<file path="src/hw/ctu_map.vh">
// Register offsets, field positions, masks and reset values of the charge time unit control
`ifndef CTU_MAP_VH
`define CTU_MAP_VH
`define CTU_ADDR_W 4
`define CTU_OFS_CTRL_ONE 4'h0
`define CTU_OFS_SCAN_HIGH 4'h2
`define CTU_OFS_EDGE_STATUS 4'h4
`define CTU_OFS_STATUS 4'h6
`define CTU_REG_RESET 16'h0000
`define CTU_CTRL_ONE_MASK 16'hbf00
`define CTU_SCAN_HIGH_MASK 16'hc700
`define CTU_EDGE_STATUS_MASK 16'h0003
`define CTU_BIT_ENABLE 15
`define CTU_BIT_STOP_IDLE 13
`define CTU_BIT_TIME_GEN 12
`define CTU_BIT_HW_EDGE 11
`define CTU_BIT_EDGE_SEQ 10
`define CTU_BIT_DISCHARGE 9
`define CTU_BIT_CONV_TRIG 8
`define CTU_BIT_SCAN_CAP 15
`define CTU_BIT_SCAN_TEMP 14
`define CTU_BIT_SCAN_OA3 10
`define CTU_BIT_SCAN_OA2 9
`define CTU_BIT_SCAN_OA1 8
`define CTU_BIT_EDGE_ONE 0
`define CTU_BIT_EDGE_TWO 1
`define CTU_ST_RUNNING 0
`define CTU_ST_MEASURING 1
`define CTU_ST_DONE 2
`define CTU_SCAN_NONE 3'h0
`define CTU_SCAN_PRESENT 3'h1
`define CTU_SCAN_LOWREF 3'h2
`define CTU_SEL_PIN 1'b0
`define CTU_SEL_OPAMP 1'b1
`endif

</file>
<file path="src/hw/ctu_sync2.v">
// Two flip-flop synchroniser for a vector of asynchronous levels
`timescale 1ns/100ps
module ctu_sync2 #(
  parameter WIDTH = 4
) (
  input wire sys_clk,
  input wire resetn,
  input wire clkEn,
  input wire [WIDTH-1:0] asyncIn,
  output reg [WIDTH-1:0] syncOut
);
  reg [WIDTH-1:0] stageOne;

  // First stage feeds only the second stage
  always @(posedge sys_clk or negedge resetn) begin
    if (!resetn) begin
      stageOne <= {WIDTH{1'b0}};
      syncOut <= {WIDTH{1'b0}};
    end else if (clkEn) begin
      stageOne <= asyncIn;
      syncOut <= stageOne;
    end
  end
endmodule // ctu_sync2

</file>
<file path="src/hw/ctu_charge_time_unit.v">
// Charge time unit control registers, edge logic and converter scan select
`timescale 1ns/100ps
`include "ctu_map.vh"
module ctu_charge_time_unit #(
  parameter CHAN_PRESENT = 5'h1f
) (
  input wire sys_clk,
  input wire resetn,
  input wire clkEn,
  input wire [`CTU_ADDR_W-1:0] regAddr,
  input wire [15:0] regWrData,
  input wire regWrStrobe,
  input wire regRdStrobe,
  output reg [15:0] regRdData,
  input wire deviceIdle,
  input wire [1:0] timerEdgeSource,
  input wire [1:0] externalEdgeInput,
  input wire [2:0] opampModeSelect,
  output wire unitActive,
  output wire timeGenerationOn,
  output wire currentSourceGround,
  output wire currentSourceOn,
  output reg convStartPulse,
  output wire [4:0] scanInclude,
  output wire [4:0] scanUseLowRef,
  output wire [2:0] opampRouteSel
);
  reg [15:0] chargeTimeControlOne;
  reg [15:0] converterScanSelectHigh;
  reg edgeOne;
  reg edgeTwo;
  reg measureDone;
  reg [1:0] prevHwEdge;
  wire [3:0] syncedEdges;
  wire [1:0] hwEdgeLevel;
  wire [1:0] hwEdgeRise;
  wire wrCtrl;
  wire wrScan;
  wire wrEdge;
  wire edgeOneEvent;
  wire edgeTwoEvent;
  reg next_edgeOne;
  reg next_edgeTwo;

  // Decodes a write strobe at a given offset
  function wrHit;
    input strobe;
    input [`CTU_ADDR_W-1:0] addr;
    input [`CTU_ADDR_W-1:0] ofs;
    begin
      wrHit = strobe & (addr == ofs);
    end
  endfunction

  // Hardware edge pins come from outside the clock domain
  ctu_sync2 #(
    .WIDTH(4)
  ) u_edgeSync (
    .sys_clk(sys_clk),
    .resetn(resetn),
    .clkEn(clkEn),
    .asyncIn({externalEdgeInput, timerEdgeSource}),
    .syncOut(syncedEdges)
  );

  assign hwEdgeLevel = syncedEdges[3:2] | syncedEdges[1:0];
  assign hwEdgeRise = hwEdgeLevel & ~prevHwEdge;

  // Register write decode
  assign wrCtrl = wrHit(regWrStrobe, regAddr, `CTU_OFS_CTRL_ONE);
  assign wrScan = wrHit(regWrStrobe, regAddr, `CTU_OFS_SCAN_HIGH);
  assign wrEdge = wrHit(regWrStrobe, regAddr, `CTU_OFS_EDGE_STATUS);

  // Unit runs when enabled and not halted by idle
  assign unitActive = chargeTimeControlOne[`CTU_BIT_ENABLE] &
    ~(chargeTimeControlOne[`CTU_BIT_STOP_IDLE] & deviceIdle);
  assign timeGenerationOn = unitActive & chargeTimeControlOne[`CTU_BIT_TIME_GEN];
  assign currentSourceGround = chargeTimeControlOne[`CTU_BIT_DISCHARGE];

  // Edge events from hardware or from software status writes
  assign edgeOneEvent = chargeTimeControlOne[`CTU_BIT_HW_EDGE] ? hwEdgeRise[0] :
    (wrEdge & regWrData[`CTU_BIT_EDGE_ONE]);
  assign edgeTwoEvent = (chargeTimeControlOne[`CTU_BIT_HW_EDGE] ? hwEdgeRise[1] :
    (wrEdge & regWrData[`CTU_BIT_EDGE_TWO])) &
    (~chargeTimeControlOne[`CTU_BIT_EDGE_SEQ] | edgeOne | edgeOneEvent);

  // Current flows between edge one and edge two, never while grounded
  assign currentSourceOn = unitActive & edgeOne & ~edgeTwo & ~currentSourceGround;

  // Next edge status: events set while active, software write loads, set wins
  always @* begin
    next_edgeOne = edgeOne;
    next_edgeTwo = edgeTwo;
    if (wrEdge) begin
      next_edgeOne = regWrData[`CTU_BIT_EDGE_ONE];
      next_edgeTwo = regWrData[`CTU_BIT_EDGE_TWO];
    end
    if (!unitActive) begin
      next_edgeOne = wrEdge ? next_edgeOne : edgeOne;
      next_edgeTwo = wrEdge ? next_edgeTwo : edgeTwo;
    end else begin
      if (edgeOneEvent) begin
        next_edgeOne = 1'b1;
      end
      if (edgeTwoEvent) begin
        next_edgeTwo = 1'b1;
      end
    end
  end

  // Control and scan registers, edge state, trigger pulse
  always @(posedge sys_clk or negedge resetn) begin
    if (!resetn) begin
      chargeTimeControlOne <= `CTU_REG_RESET;
      converterScanSelectHigh <= `CTU_REG_RESET;
      edgeOne <= 1'b0;
      edgeTwo <= 1'b0;
      prevHwEdge <= 2'h0;
      measureDone <= 1'b0;
      convStartPulse <= 1'b0;
    end else if (clkEn) begin
      prevHwEdge <= hwEdgeLevel;
      if (wrCtrl) begin
        chargeTimeControlOne <= regWrData & `CTU_CTRL_ONE_MASK;
      end
      if (wrScan) begin
        converterScanSelectHigh <= regWrData & `CTU_SCAN_HIGH_MASK;
      end
      edgeOne <= next_edgeOne;
      edgeTwo <= next_edgeTwo;
      measureDone <= next_edgeOne & next_edgeTwo;
      // Completion is the rise of both edges seen while active
      convStartPulse <= unitActive & chargeTimeControlOne[`CTU_BIT_CONV_TRIG] &
        ~measureDone & next_edgeOne & next_edgeTwo & ~(edgeOne & edgeTwo);
    end else begin
      convStartPulse <= 1'b0;
    end
  end

  // Scan selection per channel: cap, temp, op-amp three, two, one
  genvar gi;
  generate
    for (gi = 0; gi < 5; gi = gi + 1) begin : g_scan
      wire selBit;
      if (gi == 0) begin : g_cap
        assign selBit = converterScanSelectHigh[`CTU_BIT_SCAN_CAP];
      end else if (gi == 1) begin : g_temp
        assign selBit = converterScanSelectHigh[`CTU_BIT_SCAN_TEMP];
      end else begin : g_oa
        assign selBit = converterScanSelectHigh[`CTU_BIT_SCAN_OA1 + 4 - gi];
      end
      assign scanInclude[gi] = selBit & CHAN_PRESENT[gi];
      assign scanUseLowRef[gi] = selBit & ~CHAN_PRESENT[gi];
    end
    for (gi = 0; gi < 3; gi = gi + 1) begin : g_route
      assign opampRouteSel[gi] = opampModeSelect[gi] ? `CTU_SEL_OPAMP : `CTU_SEL_PIN;
    end
  endgenerate

  // Read data one cycle after the read strobe; unmapped reads zero
  always @(posedge sys_clk or negedge resetn) begin
    if (!resetn) begin
      regRdData <= 16'h0000;
    end else if (clkEn) begin
      if (regRdStrobe) begin
        case (regAddr)
          `CTU_OFS_CTRL_ONE: regRdData <= chargeTimeControlOne;
          `CTU_OFS_SCAN_HIGH: regRdData <= converterScanSelectHigh;
          `CTU_OFS_EDGE_STATUS: regRdData <= {14'h0000, edgeTwo, edgeOne};
          `CTU_OFS_STATUS: regRdData <= {13'h0000, measureDone, currentSourceOn, unitActive};
          default: regRdData <= 16'h0000;
        endcase
      end else begin
        regRdData <= 16'h0000;
      end
    end
  end
endmodule // ctu_charge_time_unit

</file>
<file path="config.mk">
export PLATFORM = sky130hd
export DESIGN_NAME = ctu_charge_time_unit
export DESIGN_NICKNAME = d
export VERILOG_FILES = /design/src/hw/ctu_sync2.v /design/src/hw/ctu_charge_time_unit.v
export VERILOG_INCLUDE_DIRS = /design/src /design/src/hw
export SDC_FILE = /design/constraint.sdc
export NUM_CORES = 1
export LEC_CHECK = 0
export BUFFER_PORTS_ARGS = -buffer_cell sky130_fd_sc_hd__buf_2
export CELL_PAD_IN_SITES_DETAIL_PLACEMENT = 0
export CELL_PAD_IN_SITES_GLOBAL_PLACEMENT = 1
export CORE_MARGIN = 3
export CORE_UTILIZATION = 36
export CTS_CLUSTER_SIZE = 10
export DETAILED_ROUTE_END_ITERATION = 10
export GPL_TIMING_DRIVEN = 1
export HOLD_SLACK_MARGIN = 0.03
export PLACE_DENSITY = 0.84
export SLEW_MARGIN = 20
export SYNTH_ARGS = -nofsm -noshare
export SYNTH_HDL_FRONTEND = slang
export SYNTH_SLANG_ARGS = --single-unit
</file>
<file path="constraint.sdc">
create_clock -name sys_clk -period 2.2 [get_ports sys_clk]
set_clock_uncertainty 0.2 [all_clocks]
set_input_delay 0.11 -clock sys_clk [delete_from_list [all_inputs] [get_ports sys_clk]]
set_output_delay 0.11 -clock sys_clk [all_outputs]
set_load 0.02 [all_outputs]
</file>
==> results of run 1 <==
-- through the flow --
| stage | std cells | hold slack, ns | power, mW | util (%) | instance area [um2] |
|---|---|---|---|---|---|
| after floorplan | 152 | -0.3856 | 1.047 | - | 1739 |
| after detailed placement | 235 | 0.02014 | 1.147 | 43.32 | 1938 |
| final | 265 | 0.09171 | 1.632 | 50.48 | 2258 |
| after global routing | 265 | 0.1071 | 1.725 | 50.48 | 2258 |
| after CTS | 265 | 0.07826 | 1.653 | 50.39 | 2255 |
| after global placement | 235 | 0.02014 | 1.135 | 43.32 | 1938 |
-- cells in the final DEF, fill, tap and decap left out, types with 2 or more instances in the layout --
| cell type | n |
|---|---|
| or4b_4 | 2 |
| nor3_1 | 2 |
| nor2_1 | 9 |
| and3_1 | 2 |
| conb_1 | 10 |
| o21ai_0 | 7 |
| clkbuf_8 | 6 |
| dlygate4sd3_1 | 23 |
| a22o_1 | 4 |
| inv_1 | 8 |
| dfrtp_1 | 37 |
| nand2_1 | 6 |
| a22oi_1 | 5 |
| mux2_2 | 18 |
| buf_4 | 3 |
| buf_2 | 44 |
| a21oi_1 | 3 |
-- critical path, stage by stage --
cell	delay [ns]
buf_2	0.11
dlygate4sd3_1	0.55
or4b_4	0.51
dlygate4sd3_1	0.59
o2bb2ai_1	0.15
-- area by class of cell --
type	instances	area share, %
sequential	37	41.00
multi-input combinational	90	29.86
clock buffer	7	3.823
timing repair buffer	70	20.94
inverter	9	1.496
tap	52	2.881
-- state kept, by name, indices dropped and copies added, names as in the netlist --
signal / cells
regRdData: 11
edgeTwo: 1
u_edgeSync.syncOut: 4
measureDone: 1
u_edgeSync.stageOne: 4
edgeOne: 1
chargeTimeControlOne: 7
converterScanSelectHigh: 5
convStartPulse: 1
prevHwEdge: 2
-- cell families after synthesis --
| group | count (synthesis) | synth area share [%] |
|---|---|---|
| AO/OA/AOI/OAI | 29 | 12.47 |
| buffers and inverters | 25 | 8.364 |
| flip-flops | 37 | 54.29 |
| multiplexers | 19 | 13.21 |
| other | 1 | 0.2199 |
| AND/OR/NAND/NOR | 32 | 11.45 |
-- metal layers --
layer / routed length [um] / vias up
met1: 1648 / 657
met4: 25 / 0
met3: 186 / 4
li1: - / 622
met5: 0 / -
met2: 1831 / 37
-- how the worst max path moves through the flow --
stage	to	slack, ns	depth (start not counted)
after detailed placement	convStartPulse$_DFF_PN0_	0.16	6
after global routing	regRdData[14]$_DFFE_PN0P_	0.14	5
after floorplan	convStartPulse$_DFF_PN0_	0.17	5
after CTS	regRdData[14]$_DFFE_PN0P_	0.03	5
after global placement	convStartPulse$_DFF_PN0_	0.17	6
final	regRdData[14]$_DFFE_PN0P_	0.18	5
-- timing repair --
item,in CTS,in global routing
setup endpoints to repair,0,1
hold buffers,23,0
endpoints found under the hold margin,62,0
resized for setup,0,1
-- power by group through the flow --
| stage | clock network, mW | logic (mW) | registers, mW |
|---|---|---|---|
| 6_report | 0.466 | 0.328 | 0.838 |
| 5_1_grt | 0.515 | 0.360 | 0.851 |
| 4_1_cts | 0.483 | 0.332 | 0.838 |
| 3_5_place_dp | 0 | 0.296 | 0.851 |
| 3_3_place_gp | 0 | 0.289 | 0.847 |
| 2_1_floorplan | 0 | 0.182 | 0.865 |
==> results.cfg, run 1 <==
[yosys]
post_synth_most_frequent_cells = 37 x dfrtp_1, 18 x mux2_2, 13 x buf_4, 9 x nor2_1, 8 x inv_1
syn_inst = 143
ys_seq_area_share_pct = 54.29
synthTopCellsByArea = dfrtp_1 54%, mux2_2 12%, buf_4 5.7%
synthFlopType = dfrtp_1
yosys.area.top_type = dfrtp_1
synth-edff-count = 0
synth_cell_type_count = 39
ys_ff_latch = 37
syn_area_um2 = 1705
yosysMostFrequentCell = dfrtp_1
synth_warnings = 0
synth.avg_cell_area_um2 = 11.93
synth_top_area_share_pct = 54.29
synthArstFlopShare_pct = 100.0

[min_path]
hp-class = input port to flip-flop
whs_path_depth = 4
worst_hold_path.endpoint = convStartPulse$_DFF_PN0_
hold_path.startpoint = deviceIdle

[finish]
diodes = 0
fin_nets = 246
multi_input_area_um2 = 674.4
ff_latch_area_um2 = 925.9
filler_cell_count = 417
syn2layout_area_growth_pct = 32.43
layout-drive-gt1-share_pct = 38.03

[floorplan]
fp.dieH_um = 74.83
fp.coreArea_um2 = 4474
start_util_pct = 38.12
pin_count = 67
floorplan.die_area_um2 = 5599
die_x_um = 74.83
row_count = 24

[detailed_routing]
drtIter0Drc = 50
drc = 0
routed_wirelength_mm = 3.692
first_pass_iters = 4
viasPerCell = 4.981
routedWlPerCell_um = 13.93
ant_nets = 0
vias = 1320

[clocking]
cts_sinks = 37
cts_made_buffers = 5
post_cts_buffers = 0
path_clk_slew_ns = 0.07
root_buffer = clkbuf_8
clkLatencyLatePin_ns = 0.28
ctsHtreeMaxLevel = 2
cts_tree = built
cts_buffer_depth = 2

[sta]
fin_crit_ns = 2.018
worstMarginPinSlew_ns = 0.8113
setup_viol = 0
timing.fmax_mhz = 495.4
rsz0062_at_grt = no
slew-limit-headroom_pct = 45.92
setup_slack_ns = 0.1815
hold_viol = 0
period_share_pct = 91.75
final.setup.tns_ns = 0
drv_slew = 0

[setup_path]
cp-end-kind = flip-flop
reg2reg_to = convStartPulse$_DFF_PN0_
cp.required_ns = 2.20
r2r_cells = 6
worstPathMaxFanout = 4
rrSetupSlack_ns = 0.30
startpoint = regAddr[2]
critPathKind = input port to flip-flop
worstSetupStartpointType = input port
arrival_ns = 2.02
r2r-start = chargeTimeControlOne[15]$_DFFE_PN0P_

[power_and_ir_drop]
powerDensity_nw_per_um2 = 722.6
power.leakage_nw = 1.072
power_frac_seq_pct = 51.4
clockPowerShare_pct = 28.6
irDropWorstVdd_v = 0.0004796
p_switching_mw = 0.4578
sw_frac_of_total_pct = 28.05
power_frac_comb_pct = 20.1
power.internal_mw = 1.174

[grt]
grt-ovfl-total = 0
track_usage_pct = 14.05
grtUsageMet2_pct = 23.11
met1_usage_pct = 17.26
antenna_found_initial = 0
grt_max_degree = 38
grt_pass1_vias = 1294
grt-busiest-layer = met2
grt_pass1_wl_mm = 5.954
grt_use_met3_pct = 4.539

[placement]
dp_hpwl_mm = 2.668
preCtsSetupSlack_ns = 0.1610
port_buffers = 44
gp_congestion = 0.7640

[status]
status = completed

[job]
maxCapViolCount = 0
No activity file was read; power rests on OpenSTA's default activity.
==> inputs of run 2 (changes only) <==
- CORE_UTILIZATION: 36 -> 37
- SYNTH_HIERARCHICAL: not set -> 1
==> results.cfg, run 2 <==
[finish]
finish.utilization_pct = 52.11
syn2layout_area_growth_pct = 29.94
largest_reg_flops = 11
fin_nets = 250
final_cell_mix = 44 x buf_2, 37 x dfrtp_1, 22 x dlygate4sd3_1
final_common_cell = buf_2
diodes = 0
reg.largest.list = regRdData x11, chargeTimeControlOne x7, converterScanSelectHigh x5
top_register = regRdData
layout-drive-gt1-share_pct = 35.78

[grt]
grt-busiest-layer = met2
grt-ovfl-total = 0
grt_pass1_wl_mm = 6.465
track_usage_pct = 14.00
antenna_found_initial = 0
grt_max_degree = 38
grtUsageMet2_pct = 21.35
grt_use_met3_pct = 5.674
grt_pass1_vias = 1356
met1_usage_pct = 17.79

[floorplan]
row_count = 24
fp.coreArea_um2 = 4564
pin_count = 67
fp.dieH_um = 76.34
die_x_um = 76.34
start_util_pct = 40.10
floorplan.die_area_um2 = 5827

[clocking]
ctsHtreeMaxLevel = 2
cts_made_buffers = 5
cts_tree = built
root_buffer = clkbuf_8
clkLatencyLatePin_ns = 0.29
cts_sinks = 37
cts_buffer_depth = 2
path_clk_slew_ns = 0.07

[detailed_routing]
vias = 1330
drc = 0
drtIter0Drc = 77
ant_nets = 0
routedWlPerCell_um = 13.78
viasPerCell = 4.700
routed_wirelength_mm = 3.901
first_pass_iters = 4

[sta]
setup_slack_ns = 0.09264
whs_ns = 0.04337
period_share_pct = 95.79
hold_viol = 0
timing.fmax_mhz = 474.5
rsz0062_at_grt = no
worstMarginPinSlew_ns = 0.8294
final.setup.tns_ns = 0
drv_slew = 0
setup_viol = 0
fin_crit_ns = 2.107
slew-limit-headroom_pct = 44.70

[setup_path]
cp.required_ns = 2.23
worstSetupStartpointType = input port
r2r-start = chargeTimeControlOne[13]$_DFFE_PN0P_
startpoint = regAddr[1]
crit_top_cell = dlygate4sd3_1
critPathBufInv = 4
cp_top_family = buffers and inverters
critPathKind = input port to flip-flop
cp_slowest_cell = dlygate4sd3_1
arrival_ns = 2.13
path_cells = dlygate4sd3_1 > buf_2 > nor4_4 > buf_4 > a22oi_1 > o22ai_1 > dlygate4sd3_1
rrSetupSlack_ns = 0.45
cp-end-kind = flip-flop
cpPeakStageDelay_ns = 0.58
worstPathMaxFanout = 6

[min_path]
hp-class = input port to flip-flop
hold_path.startpoint = regAddr[2]

[power_and_ir_drop]
sw_frac_of_total_pct = 26.90
clockPowerShare_pct = 33.9
power_frac_seq_pct = 46.1
power.internal_mw = 1.308
irDropWorstVdd_v = 0.0004460
p_switching_mw = 0.4815
powerDensity_nw_per_um2 = 752.5
power.leakage_nw = 1.142
power_frac_comb_pct = 20.1
power_mw = 1.790

[yosys]
synth_warnings = 6
synth.avg_cell_area_um2 = 12.04
syn_inst = 152
ys_seq_area_share_pct = 50.58
synth_cell_type_count = 27
post_synth_most_frequent_cells = 37 x dfrtp_1, 14 x buf_4, 14 x inv_1, 14 x mux2_4, 11 x o22ai_1
yosys.area.top_type = dfrtp_1
synth_top_area_share_pct = 50.58
yosysMostFrequentCell = dfrtp_1
synth-edff-count = 0
synthFlopType = dfrtp_1
synthArstFlopShare_pct = 100.0
syn_area_um2 = 1831
ys_ff_latch = 37
synthTopCellsByArea = dfrtp_1 51%, mux2_4 11%, buf_4 5.7%

[placement]
preCtsSetupSlack_ns = 0.4380
gp_congestion = 0.7451
port_buffers = 44
dp_hpwl_mm = 2.684

[status]
status = completed

[job]
maxCapViolCount = 0
-- run 2: changes by cell type in the layout (fill, tap and decap cells not counted), sizes merged, moves of 3 or more --
cell and change:
nor2 -5, inv +6, nor4b +6, a22o -4, nand4 +3, o22ai +11, o21ai -4
-- run 2: final cells by class --
type                       instances  area [um2]
inverter                          14       52.55
multi-input combinational         90       735.7
clock inverter                     1       30.03
fill                             430        2186
tap                               65       81.33
clock buffer                       7       86.33
timing repair buffer              69       466.7
sequential                        37       925.9
-- run 2: logic make-up (layout without fill, tap and decap cells) --
family | Yosys count | in the layout | synth area share [%]
AO/OA/AOI/OAI | 27 | 27 | 10.32
buffers and inverters | 34 | 91 | 11.07
flip-flops | 37 | 37 | 50.58
multiplexers | 21 | 21 | 15.65
other | 1 | 10 | 0.2049
AND/OR/NAND/NOR | 32 | 32 | 12.17
-- run 2: worst reg2reg max path: cells and delay by family, from the launching register on --
kind            cells  cell delay, ns
compound gates      2            0.41
flops               1            0.42
simple gates        2            0.63
-- run 2: power groups by stage --
stage / clock [mW] / sequential (mW) / combinational, mW
CTS: 0.627 / 0.826 / 0.361
detailed placement: 0 / 0.839 / 0.327
finish: 0.606 / 0.825 / 0.359
global route: 0.659 / 0.837 / 0.392
global placement: 0 / 0.837 / 0.322
floorplan: 0 / 0.854 / 0.219
-- run 2: worst paths after layout --
check,endpoint,cells after the start
hold reg to reg,u_edgeSync/syncOut[2]$_DFFE_PN0P_,1
setup / recovery,regRdData[9]$_DFFE_PN0P_,7
setup reg to reg,convStartPulse$_DFF_PN0_,4
min in group asynchronous,u_edgeSync/syncOut[2]$_DFFE_PN0P_,2
max in group asynchronous,chargeTimeControlOne[13]$_DFFE_PN0P_,2
hold / removal,regRdData[1]$_DFFE_PN0P_,3
-- run 2: timing repair --
item	in CTS	in global routing
endpoints found under the setup margin	0	1
endpoints found under the hold margin	67	0
setup buffers	0	0
gates resized for setup	0	1
hold buffers	22	0
-- run 2: layer usage --
| metal | wire, um | up-vias |
|---|---|---|
| li1 | - | 642 |
| met1 | 1710 | 645 |
| met2 | 1861 | 37 |
| met3 | 270 | 6 |
| met4 | 59 | 0 |
| met5 | 0 | - |
-- run 2: metrics by stage --
step,area [um2],cells
floorplan,1864,161
global placement,2038,253
detailed placement,2038,253
CTS,2375,283
global route,2379,283
finish,2379,283
